==> config.mk <==
export PLATFORM = sky130hd
export DESIGN_NAME = urhps_regs
export DESIGN_NICKNAME = d
export VERILOG_FILES = /design/src/rtl/urhps_pkg.sv /design/src/rtl/urhps_pwr_if.sv /design/src/rtl/urhps_power_gate.sv /design/src/rtl/urhps_regs.sv
export SDC_FILE = /design/constraint.sdc
export NUM_CORES = 1
export LEC_CHECK = 0
export BUFFER_PORTS_ARGS = -buffer_cell sky130_fd_sc_hd__buf_2
export CELL_PAD_IN_SITES_DETAIL_PLACEMENT = 1
export CELL_PAD_IN_SITES_GLOBAL_PLACEMENT = 1
export CORE_MARGIN = 3
export CORE_UTILIZATION = 37
export DETAILED_ROUTE_END_ITERATION = 16
export PLACE_DENSITY = 0.76
export SKIP_LAST_GASP = 1
export SYNTH_ARGS = -nofsm -noshare
export SYNTH_HDL_FRONTEND = slang
export SYNTH_SLANG_ARGS = --single-unit
export TNS_END_PERCENT = 30
==> constraint.sdc <==
create_clock -name clk_sys -period 1.45 [get_ports clk_sys]
set_clock_uncertainty 0.05 [all_clocks]
set_input_delay 0.29 -clock clk_sys [delete_from_list [all_inputs] [get_ports clk_sys]]
set_output_delay 0.29 -clock clk_sys [all_outputs]
set_load 0.01 [all_outputs]
==> src/rtl/urhps_pkg.sv <==
// Constants for the root hub power and status register block
package urhps_pkg;

	// Register byte offsets
	localparam logic [7:0] URHPS_ADDR_PORT_CFG = 8'h4c;
	localparam logic [7:0] URHPS_ADDR_GLOBAL_STATUS = 8'h50;

	// Implemented downstream ports, numbered 1..URHPS_NUM_PORTS
	localparam int URHPS_NUM_PORTS = 5;
	localparam int URHPS_FIELD_W = 16;

	// Port config field positions
	localparam int URHPS_POWER_SELECT_LSB = 16;
	localparam int URHPS_DEVICE_FLAGS_LSB = 0;

	// Global status bit positions
	localparam int URHPS_WAKE_CLR_BIT = 31;
	localparam int URHPS_OVERLOAD_CHG_BIT = 17;
	localparam int URHPS_SUPPLY_CHG_BIT = 16;
	localparam int URHPS_POWER_ON_BIT = 16;
	localparam int URHPS_WAKE_EN_BIT = 15;
	localparam int URHPS_OVERLOAD_BIT = 1;
	localparam int URHPS_SUPPLY_STATE_BIT = 0;
	localparam int URHPS_POWER_OFF_BIT = 0;

	// Reset values
	localparam logic [31:0] URHPS_PORT_CFG_RST = 32'h0000_0000;
	localparam logic [31:0] URHPS_GLOBAL_STATUS_RST = 32'h0000_0000;
	localparam logic [31:0] URHPS_RDATA_IDLE = 32'h0000_0000;

endpackage : urhps_pkg

==> src/rtl/urhps_pwr_if.sv <==
// Global power command bundle between register logic and port gating
`timescale 1ns/1ps
interface urhps_pwr_if;
	import urhps_pkg::*;
	logic glob_on;
	logic glob_off;
	logic indiv_mode;
	logic [URHPS_FIELD_W-1:0] mask;
	logic [URHPS_FIELD_W-1:0] port_on;
	logic [URHPS_FIELD_W-1:0] port_off;
	modport ctrl (output glob_on, output glob_off, output indiv_mode, output mask,
		input port_on, input port_off);
	modport gate (input glob_on, input glob_off, input indiv_mode, input mask,
		output port_on, output port_off);
endinterface : urhps_pwr_if

==> src/rtl/urhps_power_gate.sv <==
// Spreads global power commands onto the ports they may reach
`timescale 1ns/1ps
module urhps_power_gate
	import urhps_pkg::*;
(
	// Command bundle
	urhps_pwr_if.gate pwr
);

	genvar i;
	generate
		for (i = 0; i < URHPS_FIELD_W; i++) begin : g_port
			if (i >= 1 && i <= URHPS_NUM_PORTS) begin : g_real
				// Mask counts only in individual mode
				logic reach;
				assign reach = ~pwr.indiv_mode | ~pwr.mask[i];
				assign pwr.port_on[i] = pwr.glob_on & reach;
				assign pwr.port_off[i] = pwr.glob_off & reach;
			end else begin : g_none
				// Bit 0 and absent ports never get a command
				assign pwr.port_on[i] = 1'b0;
				assign pwr.port_off[i] = 1'b0;
			end
		end
	endgenerate

endmodule : urhps_power_gate

==> src/rtl/urhps_regs.sv <==
// Root hub port config and global status registers with power commands
//
// Our own choice: the plain strobed port.
`timescale 1ns/1ps
module urhps_regs
	import urhps_pkg::*;
(
	// Clock and reset
	input wire logic clk_sys,
	input wire logic rst,

	// Register port
	input wire logic [7:0] reg_addr,
	input wire logic [31:0] reg_wdata,
	input wire logic reg_wr,
	input wire logic reg_rd,
	output logic [31:0] reg_rdata,

	// Modes held by the companion descriptor register
	input wire logic individual_switching_select,
	input wire logic per_port_overload_mode,

	// Hub side events
	input wire logic global_overload_in,
	input wire logic [URHPS_NUM_PORTS:1] attach_change_flag,
	input wire logic controller_sleep_state,

	// Port power command pulses
	output logic [URHPS_NUM_PORTS:1] port_power_on_cmd,
	output logic [URHPS_NUM_PORTS:1] port_power_off_cmd,

	// Wake outputs
	output logic connect_wake_enable,
	output logic controller_wake_state,
	output logic wake_seen_interrupt,

	// Per-port configuration levels
	output logic [URHPS_NUM_PORTS:1] per_port_power_select,
	output logic [URHPS_NUM_PORTS:1] fixed_device_flags
);

	typedef struct packed {
		logic [URHPS_FIELD_W-1:0] power_select;
		logic [URHPS_FIELD_W-1:0] device_flags;
		logic wake_en;
		logic overload;
		logic overload_chg;
		logic [URHPS_NUM_PORTS:1] attach_prev;
		logic [31:0] rdata;
		logic [URHPS_NUM_PORTS:1] pwr_on;
		logic [URHPS_NUM_PORTS:1] pwr_off;
		logic resume;
		logic wake_irq;
	} urhps_state_t;

	urhps_state_t st_q;
	urhps_state_t st_d;

	urhps_pwr_if pwr ();

	// Decode
	logic cfg_sel;
	logic sts_sel;
	logic cfg_wr;
	logic sts_wr;
	logic on_req;
	logic off_req;
	logic overload_now;
	logic attach_edge;
	logic resume_ev;
	logic [31:0] cfg_view;
	logic [31:0] sts_view;

	assign cfg_sel = (reg_addr == URHPS_ADDR_PORT_CFG);
	assign sts_sel = (reg_addr == URHPS_ADDR_GLOBAL_STATUS);
	assign cfg_wr = reg_wr & cfg_sel;
	assign sts_wr = reg_wr & sts_sel;

	// Off wins over on when both are written together, leaving the reachable ports unpowered
	assign on_req = sts_wr & reg_wdata[URHPS_POWER_ON_BIT] & ~reg_wdata[URHPS_POWER_OFF_BIT];
	assign off_req = sts_wr & reg_wdata[URHPS_POWER_OFF_BIT];

	assign pwr.glob_on = on_req;
	assign pwr.glob_off = off_req;
	assign pwr.indiv_mode = individual_switching_select;
	assign pwr.mask = st_q.power_select;

	urhps_power_gate u_gate (
		.pwr (pwr.gate)
	);

	// Global overload is hidden entirely when reporting is per port
	assign overload_now = global_overload_in & ~per_port_overload_mode;

	// Inputs are synchronous, so a plain edge detect is safe here
	assign attach_edge = |(attach_change_flag & ~st_q.attach_prev);
	assign resume_ev = attach_edge & st_q.wake_en & controller_sleep_state;

	// Read views
	always_comb begin
		cfg_view = {st_q.power_select, st_q.device_flags};
		sts_view = URHPS_GLOBAL_STATUS_RST;
		sts_view[URHPS_OVERLOAD_CHG_BIT] = st_q.overload_chg;
		sts_view[URHPS_SUPPLY_CHG_BIT] = 1'b0;
		sts_view[URHPS_WAKE_EN_BIT] = st_q.wake_en;
		sts_view[URHPS_OVERLOAD_BIT] = st_q.overload;
		sts_view[URHPS_SUPPLY_STATE_BIT] = 1'b0;
	end

	always_comb begin
		st_d = st_q;

		// Config register stores every bit, even for absent ports
		if (cfg_wr) begin
			st_d.power_select = reg_wdata[URHPS_POWER_SELECT_LSB +: URHPS_FIELD_W];
			st_d.device_flags = reg_wdata[URHPS_DEVICE_FLAGS_LSB +: URHPS_FIELD_W];
		end

		// Wake enable: clear wins if both command bits are written at once
		if (sts_wr && reg_wdata[URHPS_WAKE_CLR_BIT]) begin
			st_d.wake_en = 1'b0;
		end else if (sts_wr && reg_wdata[URHPS_WAKE_EN_BIT]) begin
			st_d.wake_en = 1'b1;
		end

		// Overload tracking; a change in the same cycle beats the clear
		st_d.overload = overload_now;
		if (overload_now != st_q.overload) begin
			st_d.overload_chg = 1'b1;
		end else if (sts_wr && reg_wdata[URHPS_OVERLOAD_CHG_BIT]) begin
			st_d.overload_chg = 1'b0;
		end

		// Power command pulses last one cycle
		st_d.pwr_on = pwr.port_on[URHPS_NUM_PORTS:1];
		st_d.pwr_off = pwr.port_off[URHPS_NUM_PORTS:1];

		// Wake event pulses
		st_d.attach_prev = attach_change_flag;
		st_d.resume = resume_ev;
		st_d.wake_irq = resume_ev;

		// Read data stand only in the cycle after the strobe
		if (reg_rd && cfg_sel) begin
			st_d.rdata = cfg_view;
		end else if (reg_rd && sts_sel) begin
			st_d.rdata = sts_view;
		end else begin
			st_d.rdata = URHPS_RDATA_IDLE;
		end
	end

	always_ff @(posedge clk_sys) begin
		if (rst) begin
			st_q.power_select <= URHPS_PORT_CFG_RST[URHPS_POWER_SELECT_LSB +: URHPS_FIELD_W];
			st_q.device_flags <= URHPS_PORT_CFG_RST[URHPS_DEVICE_FLAGS_LSB +: URHPS_FIELD_W];
			st_q.wake_en <= URHPS_GLOBAL_STATUS_RST[URHPS_WAKE_EN_BIT];
			st_q.overload <= URHPS_GLOBAL_STATUS_RST[URHPS_OVERLOAD_BIT];
			st_q.overload_chg <= URHPS_GLOBAL_STATUS_RST[URHPS_OVERLOAD_CHG_BIT];
			st_q.attach_prev <= '0;
			st_q.rdata <= URHPS_RDATA_IDLE;
			st_q.pwr_on <= '0;
			st_q.pwr_off <= '0;
			st_q.resume <= 1'b0;
			st_q.wake_irq <= 1'b0;
		end else begin
			st_q <= st_d;
		end
	end

	// Outputs straight from flops
	assign reg_rdata = st_q.rdata;
	assign port_power_on_cmd = st_q.pwr_on;
	assign port_power_off_cmd = st_q.pwr_off;
	assign connect_wake_enable = st_q.wake_en;
	assign controller_wake_state = st_q.resume;
	assign wake_seen_interrupt = st_q.wake_irq;
	assign per_port_power_select = st_q.power_select[URHPS_NUM_PORTS:1];
	assign fixed_device_flags = st_q.device_flags[URHPS_NUM_PORTS:1];
endmodule : urhps_regs

-- Word level (Yosys, flattened, before mapping)
Index checks and enable logic that the tools add are counted.
- register bits after elaboration: 83
- input bits: 53
- output and inout bits: 55
- logic and storage cells: 58
- equal/unequal tests: 3
- muxes and demuxes: 4
- bitwise logic cells: 33
- reductions and logical operators: 8
- operator list (kind ; number):
    32-bit 2-to-1 mux ; 1
    1-bit bitwise AND ; 18
    18-bit 2-to-1 mux ; 1
    8-bit by 7-bit equality test with 1-bit output (second input constant) ; 2
    1-bit NOT ; 8
    5-bit bitwise AND ; 1
    1-bit logical AND ; 5
    5-bit NOT ; 1
    1-bit OR ; 5
    5-bit OR reduction ; 1
    1-bit 2-to-1 mux ; 2
    2-bit nonzero test ; 1
    2-bit OR reduction ; 1
    1-bit inequality test ; 1

-- Depth between registers and ports, before layout
Gate-level depths: netlist of run 1.
- depth in word-level cells: 5
- depth in mapped cells: 6
- depth with buffers taken out: 3

-- By module
From an unflattened synthesis of run 1, not the netlist that was laid out.
- cells, all modules: 376
- area total of the unflattened synthesis: 3617.2 µm²
- modules (own cells, without submodules) (module ; times used ; cells an instance ; area an instance (µm²) ; seq. area each (µm²)):
    urhps_regs ; 1 ; 342 ; 3324.4 ; 1661.6
    urhps_power_gate ; 1 ; 34 ; 292.8 ; 0.0

-- Least setup slack after synthesis of run 1
No wires, ideal clock.
- kind: in2reg
- from: input reg_addr[5]
- to: register st_q (netlist bit cfg_view[0])
- setup time: 0.121 ns
- data arrival time: 1.143 ns
- data required time: 1.279 ns
- setup slack: 0.136 ns
- stages: 4
- path buffers: 1
- path through: or2_1 clkbuf_1 nor3_1 mux2_2
- cells in the longest elaborated chain, start to end: 2
- ends and longest elaborated chain (item ; RTL line ; source):
    start, declared ; urhps_regs.sv:13 ; input wire logic [7:0] reg_addr,
    8-bit by 7-bit equality test with 1-bit output ; urhps_regs.sv:74 ; assign cfg_sel = (reg_addr == URHPS_ADDR_PORT_CFG);
    1-bit bitwise AND ; urhps_regs.sv:76 ; assign cfg_wr = reg_wr & cfg_sel;
    end signal, assigned ; urhps_regs.sv:167 ; st_q <= st_d;
    end, declared ; urhps_regs.sv:56 ; urhps_state_t st_q;
No other way between the ends.
A chain may end at the register's enable or synchronous reset.

-- Final worst setup path of run 1
- from: register st_q (netlist bit pwr.mask[1])
- to: output per_port_power_select[1] (netlist bit)
- RTL lines (item ; RTL line ; source):
    end, declared ; urhps_regs.sv:38 ; output logic [URHPS_NUM_PORTS:1] per_port_power_select,
No word-level cell between the ends.

==> results of run 1 <==
[power by group]
part	internal [mW]	total (mW)	switching, mW
combinational	0.112	0.264	0.151
clock	1.02	1.86	0.844
sequential	2.29	2.29	0.00473
total	3.42	4.42	1.00
[stage by stage]
| stage | std cells | setup slack, ns | setup TNS (ns) |
|---|---|---|---|
| 2_1_floorplan | 347 | 0.136 | 0 |
| 3_3_place_gp | 501 | -0.00449 | -0.00765 |
| 3_5_place_dp | 501 | -0.0652 | -0.614 |
| 4_1_cts | 517 | 0.0965 | 0 |
| 5_1_grt | 517 | 0.0829 | 0 |
| 6_report | 518 | 0.0896 | 0 |
[state kept, by name, indices dropped and copies added, names as in the netlist]
register	flops
cfg_view	11
connect_wake_enable	1
fixed_device_flags	5
port_power_off_cmd	5
port_power_on_cmd	5
pwr.mask	16
reg_rdata	32
st_q	7
wake_seen_interrupt	1
[layout make-up]
class,count,area [um^2]
Fill cell,1028,4870
Antenna cell,1,2.50
Multi-Input combinational cell,175,1120
Clock buffer,10,138
Timing Repair Buffer,130,733
Tap cell,108,135
Clock inverter,6,88.8
Sequential cell,83,1660
Inverter,5,18.8
[layer usage]
layer	vias to the layer above	GRT usage, %	share of wire [%]
met2	62	29.2	50
met1	1282	21.6	43
met3	18	4.84	5.4
met4	2	6.44	1.7
met5	-	0	0.12
li1	1289	-	-
[synthesized netlist by cell type (all sizes together)]
cell	number	area (um^2)
and2	29	181
a21oi	43	215
nor2	6	22.5
nand4bb	1	11.3
o31ai	31	233
a22oi	3	22.5
buf	71	502
inv	5	18.8
or2	1	6.26
dfxtp	83	1660
and3b	1	8.76
and4bb	1	12.5
a41oi	1	8.76
a311oi	1	8.76
a41o	1	10.0
xnor2	1	8.76
clkbuf	13	50.0
nand3	1	5.00
nor2b	11	68.8
a211oi	1	7.51
nand2	1	3.75
nand4	33	206
nand3b	1	7.51
a222oi	1	10.0
nor3b	3	27.5
mux2	1	11.3
nor3	1	5.00
and4	1	11.3
[cells by family after synthesis]
group | count (synthesis) | share of synthesized area (%)
XOR/XNOR | 1 | 0.262
flip-flops | 83 | 49.7
multiplexers | 1 | 0.337
buffers and inverters | 89 | 17.1
AND/OR/NAND/NOR | 91 | 17.3
AO/OA/AOI/OAI | 82 | 15.4
[worst max-delay path by stage]
stage / from / endpoint / slack [ns] / depth (start not counted)
after CTS: pwr.mask[1] / per_port_power_select[1] / 0.1 / 1
after floorplan: reg_addr[5] / cfg_view[0] / 0.14 / 4
after detailed placement: reg_addr[0] / pwr.mask[3] / -0.07 / 5
final: pwr.mask[1] / per_port_power_select[1] / 0.09 / 1
after global routing: pwr.mask[1] / per_port_power_select[1] / 0.08 / 1
after global placement: reg_addr[4] / reg_rdata[6] / -0.004 / 4
[placed cells by master, fill, tap and decap left out]
cell,Yosys,routed
mux2_2,1,1
nor2b_1,11,11
and4_4,1,1
and3b_1,1,1
diode_2,0,1
a41o_1,1,1
or2_1,1,1
a21oi_1,43,43
nor3_1,1,1
nand2_1,1,1
a311oi_1,1,1
nor2_2,0,1
a41oi_1,1,1
o31ai_1,31,31
dfxtp_1,83,83
nor3b_2,1,1
xnor2_1,1,1
clkinv_4,0,1
bufinv_16,0,2
clkbuf_8,0,10
inv_1,5,5
a211oi_1,1,1
nor2_1,6,5
nor3b_1,2,2
nand3_1,1,1
nand4bb_1,1,1
buf_2,14,107
a22oi_1,3,3
and2_1,29,29
buf_4,54,21
nand4_1,33,33
buf_12,0,2
nand3b_1,1,1
clkinvlp_4,0,2
clkinv_2,0,1
a222oi_1,1,1
and4bb_2,1,1
==> impl_metrics.yaml, run 1 <==
floorplan:
  die_width_um: 101
  chipHeight_um: 101
  ios: 108
  core-area_mm2: 0.00876
  die_area_mm2: 0.0102
  row_count: 34
  start_util_pct: 38.2
cells_and_area:
  final_layout_size_suffix_gt1_share_pct: 36.9
  layout.nets: 457
  utilization_pct: 44.4
  stdcell_area_mm2: 0.00389
  area_growth_syn_to_layout_pct: 16.4
hold_path:
  min_delay_path_depth: 2
  hold_start: "attach_change_flag[1]"
  worstHoldPathType: "input pin to flop"
  min_to: "st_q[44]"
critical_path:
  r2r_cells: 3
  cp_top_family: "flip-flops"
  critPathMaxStageDelay_ns: 0.48
  cp-end-kind: "primary output"
  path_max_fanout: 5
  cp-start-kind: "flop"
  setup.worst_path.class: "flop to primary output"
  worstPathCellList: "buf_2"
  r2r-start: "st_q[46]"
  r2r-end: "wake_seen_interrupt"
  worstPathArrival_ns: 1.02
  crit_slowest_cell: "dfxtp_1"
  ff2ff_setup_slack_ns: 0.46
  crit_buf_inv: 1
  crit_required_ns: 1.11
placement:
  port_buffers: 107
  place_area_mm2: 0.00366
  hpwl_um: 6470
  gp_congestion: 0.759
clocking:
  hold_buffers: 0
  cts_tree: "done"
  cts_buffers: 9
  post_cts_resized: 0
  path_clk_slew_ns: 0.08
  insertion_delay_ns: 0.36
  clock-sinks: 83
  cts_setup_buffers: 0
  cts_buffer_depth: 2
  clockRootBuffer: "clkbuf_8"
  cts.htree.levels: 3
logic_synthesis:
  syn_nets: 400
  yosysWarningCount: 0
  ys_ff_latch: 83
  yosysSeqAreaShare_pct: 49.7
  synth_cell_types: 33
  synthCells: 347
  syn-cell-area_mm2: 0.00335
  synth_area_per_cell_um2: 9.64
drt:
  via_per_inst: 5.12
  first_pass_iters: 4
  ant_nets: 0
  vias: 2653
  finalWirelength_um: 8840
  detail_route.wl_per_cell_um: 17.1
  drc: 0
  drt_iter0_drc: 106
global_route:
  grt_pass1_wl_um: 14000
  antenna_found_initial: 1
  grt-ovfl-total: 0
  grt_pass1_vias: 2730
  grt_usage_pct: 17.5
  grt_max_degree: 30
timing:
  final-hold-violation-count: 0
  period_needed_ns: 1.36
  hold_ws_ns: 0.109
  setup_violations: 0
  worst_pin_slew_ns: 0.326
  rsz0062_at_grt: "false"
  final-max-slew-violation-count: 0
  period_share_pct: 93.8
  max_clock_freq_mhz: 735
  slew_headroom_pct: 78.1
pwr:
  vdd_drop_max_v: 0.000444
  leakage_nw: 1.67
  p_per_area_mw_per_mm2: 1130
  power.total_mw: 4.42
job:
  maxCapViolCount: 0
outcome:
  status: "finished clean"
No activity file was read; power rests on OpenSTA's default activity.
==> inputs of run 2 (changes only) <==
- SETUP_SLACK_MARGIN: default -> 0.1
- TNS_END_PERCENT: 30 -> 50
==> impl_metrics.yaml, run 2 (synthesized netlist as in run 1, its figures left out) <==
floorplan:
  die_width_um: 101
  ios: 108
  core-area_mm2: 0.00876
  row_count: 34
  start_util_pct: 38.2
  die_area_mm2: 0.0102
  chipHeight_um: 101
critical_path:
  worstPathArrival_ns: 0.96
  critPathMaxStageDelay_ns: 0.43
  cp_top_family: "flip-flops"
  cp-start-kind: "flop"
  setup.worst_path.class: "flop to primary output"
  r2r-start: "st_q[46]"
  crit_slowest_cell: "dfxtp_1"
  cp-startpoint: "pwr.mask[4]"
  crit_buf_inv: 1
  worstPathCellList: "buf_2"
  crit_required_ns: 1.11
  cp-end-kind: "primary output"
  path_max_fanout: 5
global_route:
  grt-ovfl-total: 0
  grt_busiest_layer: "met2"
  met3_usage_pct: 4.84
  grt_pass1_wl_um: 14000
  met2_usage_pct: 29.2
  gr-usage-met1_pct: 21.6
  grt_usage_pct: 17.5
  antenna_found_initial: 1
  grt_pass1_vias: 2730
  grt_max_degree: 30
cells_and_area:
  layout.nets: 457
  area_growth_syn_to_layout_pct: 16.5
  fill_cells: 1029
  final_layout_size_suffix_gt1_share_pct: 37.4
  layout_common_cells: "buf_2, dfxtp_1, a21oi_1"
  utilization_pct: 44.5
  stdcell_area_mm2: 0.00390
  final_common_cell: "buf_2"
  finalNonFillerCells: 518
  largest_register_ff_count: 32
drt:
  drt_iter0_drc: 106
  finalWirelength_um: 8840
  vias: 2653
  first_pass_iters: 4
  drc: 0
  detail_route.wl_per_cell_um: 17.1
  via_per_inst: 5.12
  ant_nets: 0
timing:
  max_clock_freq_mhz: 772
  rsz0062_at_grt: "true"
  worst_pin_slew_ns: 0.326
  setup_tns_ns: 0
  hold_ws_ns: 0.109
  period_share_pct: 89.3
  period_needed_ns: 1.30
  final-max-slew-violation-count: 0
  slew_headroom_pct: 78.1
  final-hold-violation-count: 0
  setup_slack_ns: 0.155
  setup_violations: 0
pwr:
  vdd_drop_max_v: 0.000444
  power.total_mw: 4.42
  leakage_nw: 1.67
  p_per_area_mw_per_mm2: 1130
placement:
  dp.cells: 501
  port_buffers: 107
  hpwl_um: 6470
  gp_congestion: 0.759
  place_area_mm2: 0.00366
  dp_slack_ns: -0.0652
hold_path:
  worstHoldPathType: "input pin to flop"
  hold_start: "attach_change_flag[1]"
job:
  maxCapViolCount: 0
clocking:
  path_clk_slew_ns: 0.09
  cts_tree: "done"
  insertion_delay_ns: 0.36
  clock-sinks: 83
  cts_buffers: 9
  cts.htree.levels: 3
  cts_buffer_depth: 2
  clockRootBuffer: "clkbuf_8"
outcome:
  status: "finished clean"
[run 2: path summary, 6_finish.rpt]
check | end | slack, ns | cells past startpoint
min reg2reg | reg_rdata[27] | 0.41 | 1
max | per_port_power_select[4] | 0.15 | 1
min | st_q[44] | 0.11 | 2
max reg2reg | wake_seen_interrupt | 0.46 | 3
[run 2: repair_timing]
action | in CTS | in global routing
resized for setup | 1 | 1
setup endpoints to repair | 1 | 2
setup buffers | 0 | 0
gates cloned | 0 | 0
hold buffers | 0 | 0
[run 2: final cells by class]
| class | count | area, um^2 | share of cell area (%) |
|---|---|---|---|
| clock buffers | 10 | 138 | 3.53 |
| repair buffers | 130 | 733 | 18.8 |
| flip-flops and latches | 83 | 1660 | 42.7 |
| inverters | 5 | 18.8 | 0.482 |
| multi-input cells | 175 | 1120 | 28.6 |
| well taps | 108 | 135 | 3.47 |
| clock inverters | 6 | 88.8 | 2.28 |
| diodes | 1 | 2.50 | 0.0642 |
[run 2: power by group]
group | switching [mW] | internal (mW) | leakage (nW)
Clock | 0.844 | 1.02 | 0.108
Combinational | 0.151 | 0.112 | 0.891
Sequential | 0.00473 | 2.29 | 0.671
[run 2: metal layers]
metal  vias up  wire [um]
li1       1289          -
met1      1282       3810
met2        62       4390
met3        18        481
met4         2        150
met5         -         11
==> inputs of run 3 (changes only) <==
- CORE_ASPECT_RATIO: default -> 1.75
==> impl_metrics.yaml, run 3 (synthesized netlist as in run 1, its figures left out) <==
cells_and_area:
  diodes: 0
  utilization_pct: 44.8
  final_layout_size_suffix_gt1_share_pct: 36.2
  layout_common_cells: "buf_2, dfxtp_1, a21oi_1"
  regArea_mm2: 0.00166
  final_common_cell: "buf_2"
  largest_register_ff_count: 32
  stdcell_area_mm2: 0.00391
  area_growth_syn_to_layout_pct: 16.8
  layout.nets: 454
  multiInputGateArea_mm2: 0.00112
  fill_cells: 1011
critical_path:
  worstPathArrival_ns: 0.97
  worstPathCellList: "buf_2"
  setup.worst_path.class: "flop to primary output"
  crit_buf_inv: 1
  r2r-start: "st_q[46]"
  critPathMaxStageDelay_ns: 0.45
  cp-end-kind: "primary output"
  cp-startpoint: "pwr.mask[1]"
  cp-start-kind: "flop"
  crit_slowest_cell: "dfxtp_1"
  crit_required_ns: 1.11
  path_max_fanout: 5
  cp_top_family: "flip-flops"
placement:
  port_buffers: 107
  hpwl_um: 6390
  dp_slack_ns: -0.0153
  gp_congestion: 0.745
  place_area_mm2: 0.00365
clocking:
  clockRootBuffer: "clkbuf_16"
  cts_buffer_depth: 2
  cts.htree.levels: 3
  clock-sinks: 83
  cts_setup_buffers: 0
  hold_buffers: 0
  cts_buffers: 9
  insertion_delay_ns: 0.33
  path_clk_slew_ns: 0.06
  post_cts_resized: 0
  cts_tree: "done"
floorplan:
  die_width_um: 77.9
  core-area_mm2: 0.00873
  ios: 108
  row_count: 45
  chipHeight_um: 132
  start_util_pct: 38.3
  die_area_mm2: 0.0103
drt:
  detail_route.wl_per_cell_um: 16.5
  finalWirelength_um: 8610
  drc: 0
  first_pass_iters: 4
  drt_iter0_drc: 91
  via_per_inst: 5.09
  ant_nets: 0
  vias: 2660
timing:
  hold_ws_ns: 0.132
  rsz0062_at_grt: "false"
  setup_slack_ns: 0.144
  final-hold-violation-count: 0
  period_needed_ns: 1.31
  slew_headroom_pct: 79.9
  setup_tns_ns: 0
  max_clock_freq_mhz: 766
  final-max-slew-violation-count: 0
  period_share_pct: 90.1
  setup_violations: 0
  worst_pin_slew_ns: 0.302
global_route:
  grt_pass1_wl_um: 14300
  antenna_found_initial: 0
  grt_usage_pct: 17.5
  grt_pass1_vias: 2854
  grt_max_degree: 30
  grt-ovfl-total: 0
pwr:
  vdd_drop_max_v: 0.000788
  p_per_area_mw_per_mm2: 1170
  leakage_nw: 1.67
hold_path:
  hold_start: "attach_change_flag[1]"
  worstHoldPathType: "input pin to flop"
job:
  maxCapViolCount: 0
outcome:
  status: "finished clean"
run 3: worst paths after layout:
check | to | slack (ns) | cells past startpoint
worst max-delay path | per_port_power_select[1] | 0.14 | 1
worst min register to register | reg_rdata[22] | 0.41 | 1
worst max register to register | wake_seen_interrupt | 0.47 | 3
worst min-delay path | st_q[44] | 0.13 | 2
run 3: per-layer routing:
metal	global-route usage, %	vias up	routed length [um]
met5	0	-	0
met4	7.13	0	183
met3	4.79	12	545
met2	31.5	90	4620
met1	18.9	1281	3260
li1	-	1277	-
run 3: layout make-up:
cell class,instances,share of cell area [%]
inverters,5,0.480
clock buffers,11,5.95
well taps,117,3.75
clock inverters,5,0.768
multi-input cells,175,28.7
flip-flops and latches,83,42.5
repair buffers,127,17.9
run 3: power breakdown:
| part | internal [mW] | switching [mW] | leakage [nW] |
|---|---|---|---|
| clock | 1.15 | 0.851 | 0.125 |
| sequential | 2.29 | 0.00468 | 0.670 |
| combinational | 0.107 | 0.150 | 0.874 |
run 3: metrics by stage:
stage / instances / total power, mW
floorplan: 347 / 2.46
global placement: 507 / 2.60
detailed placement: 507 / 2.60
CTS: 523 / 4.62
global route: 523 / 4.75
finish: 523 / 4.55
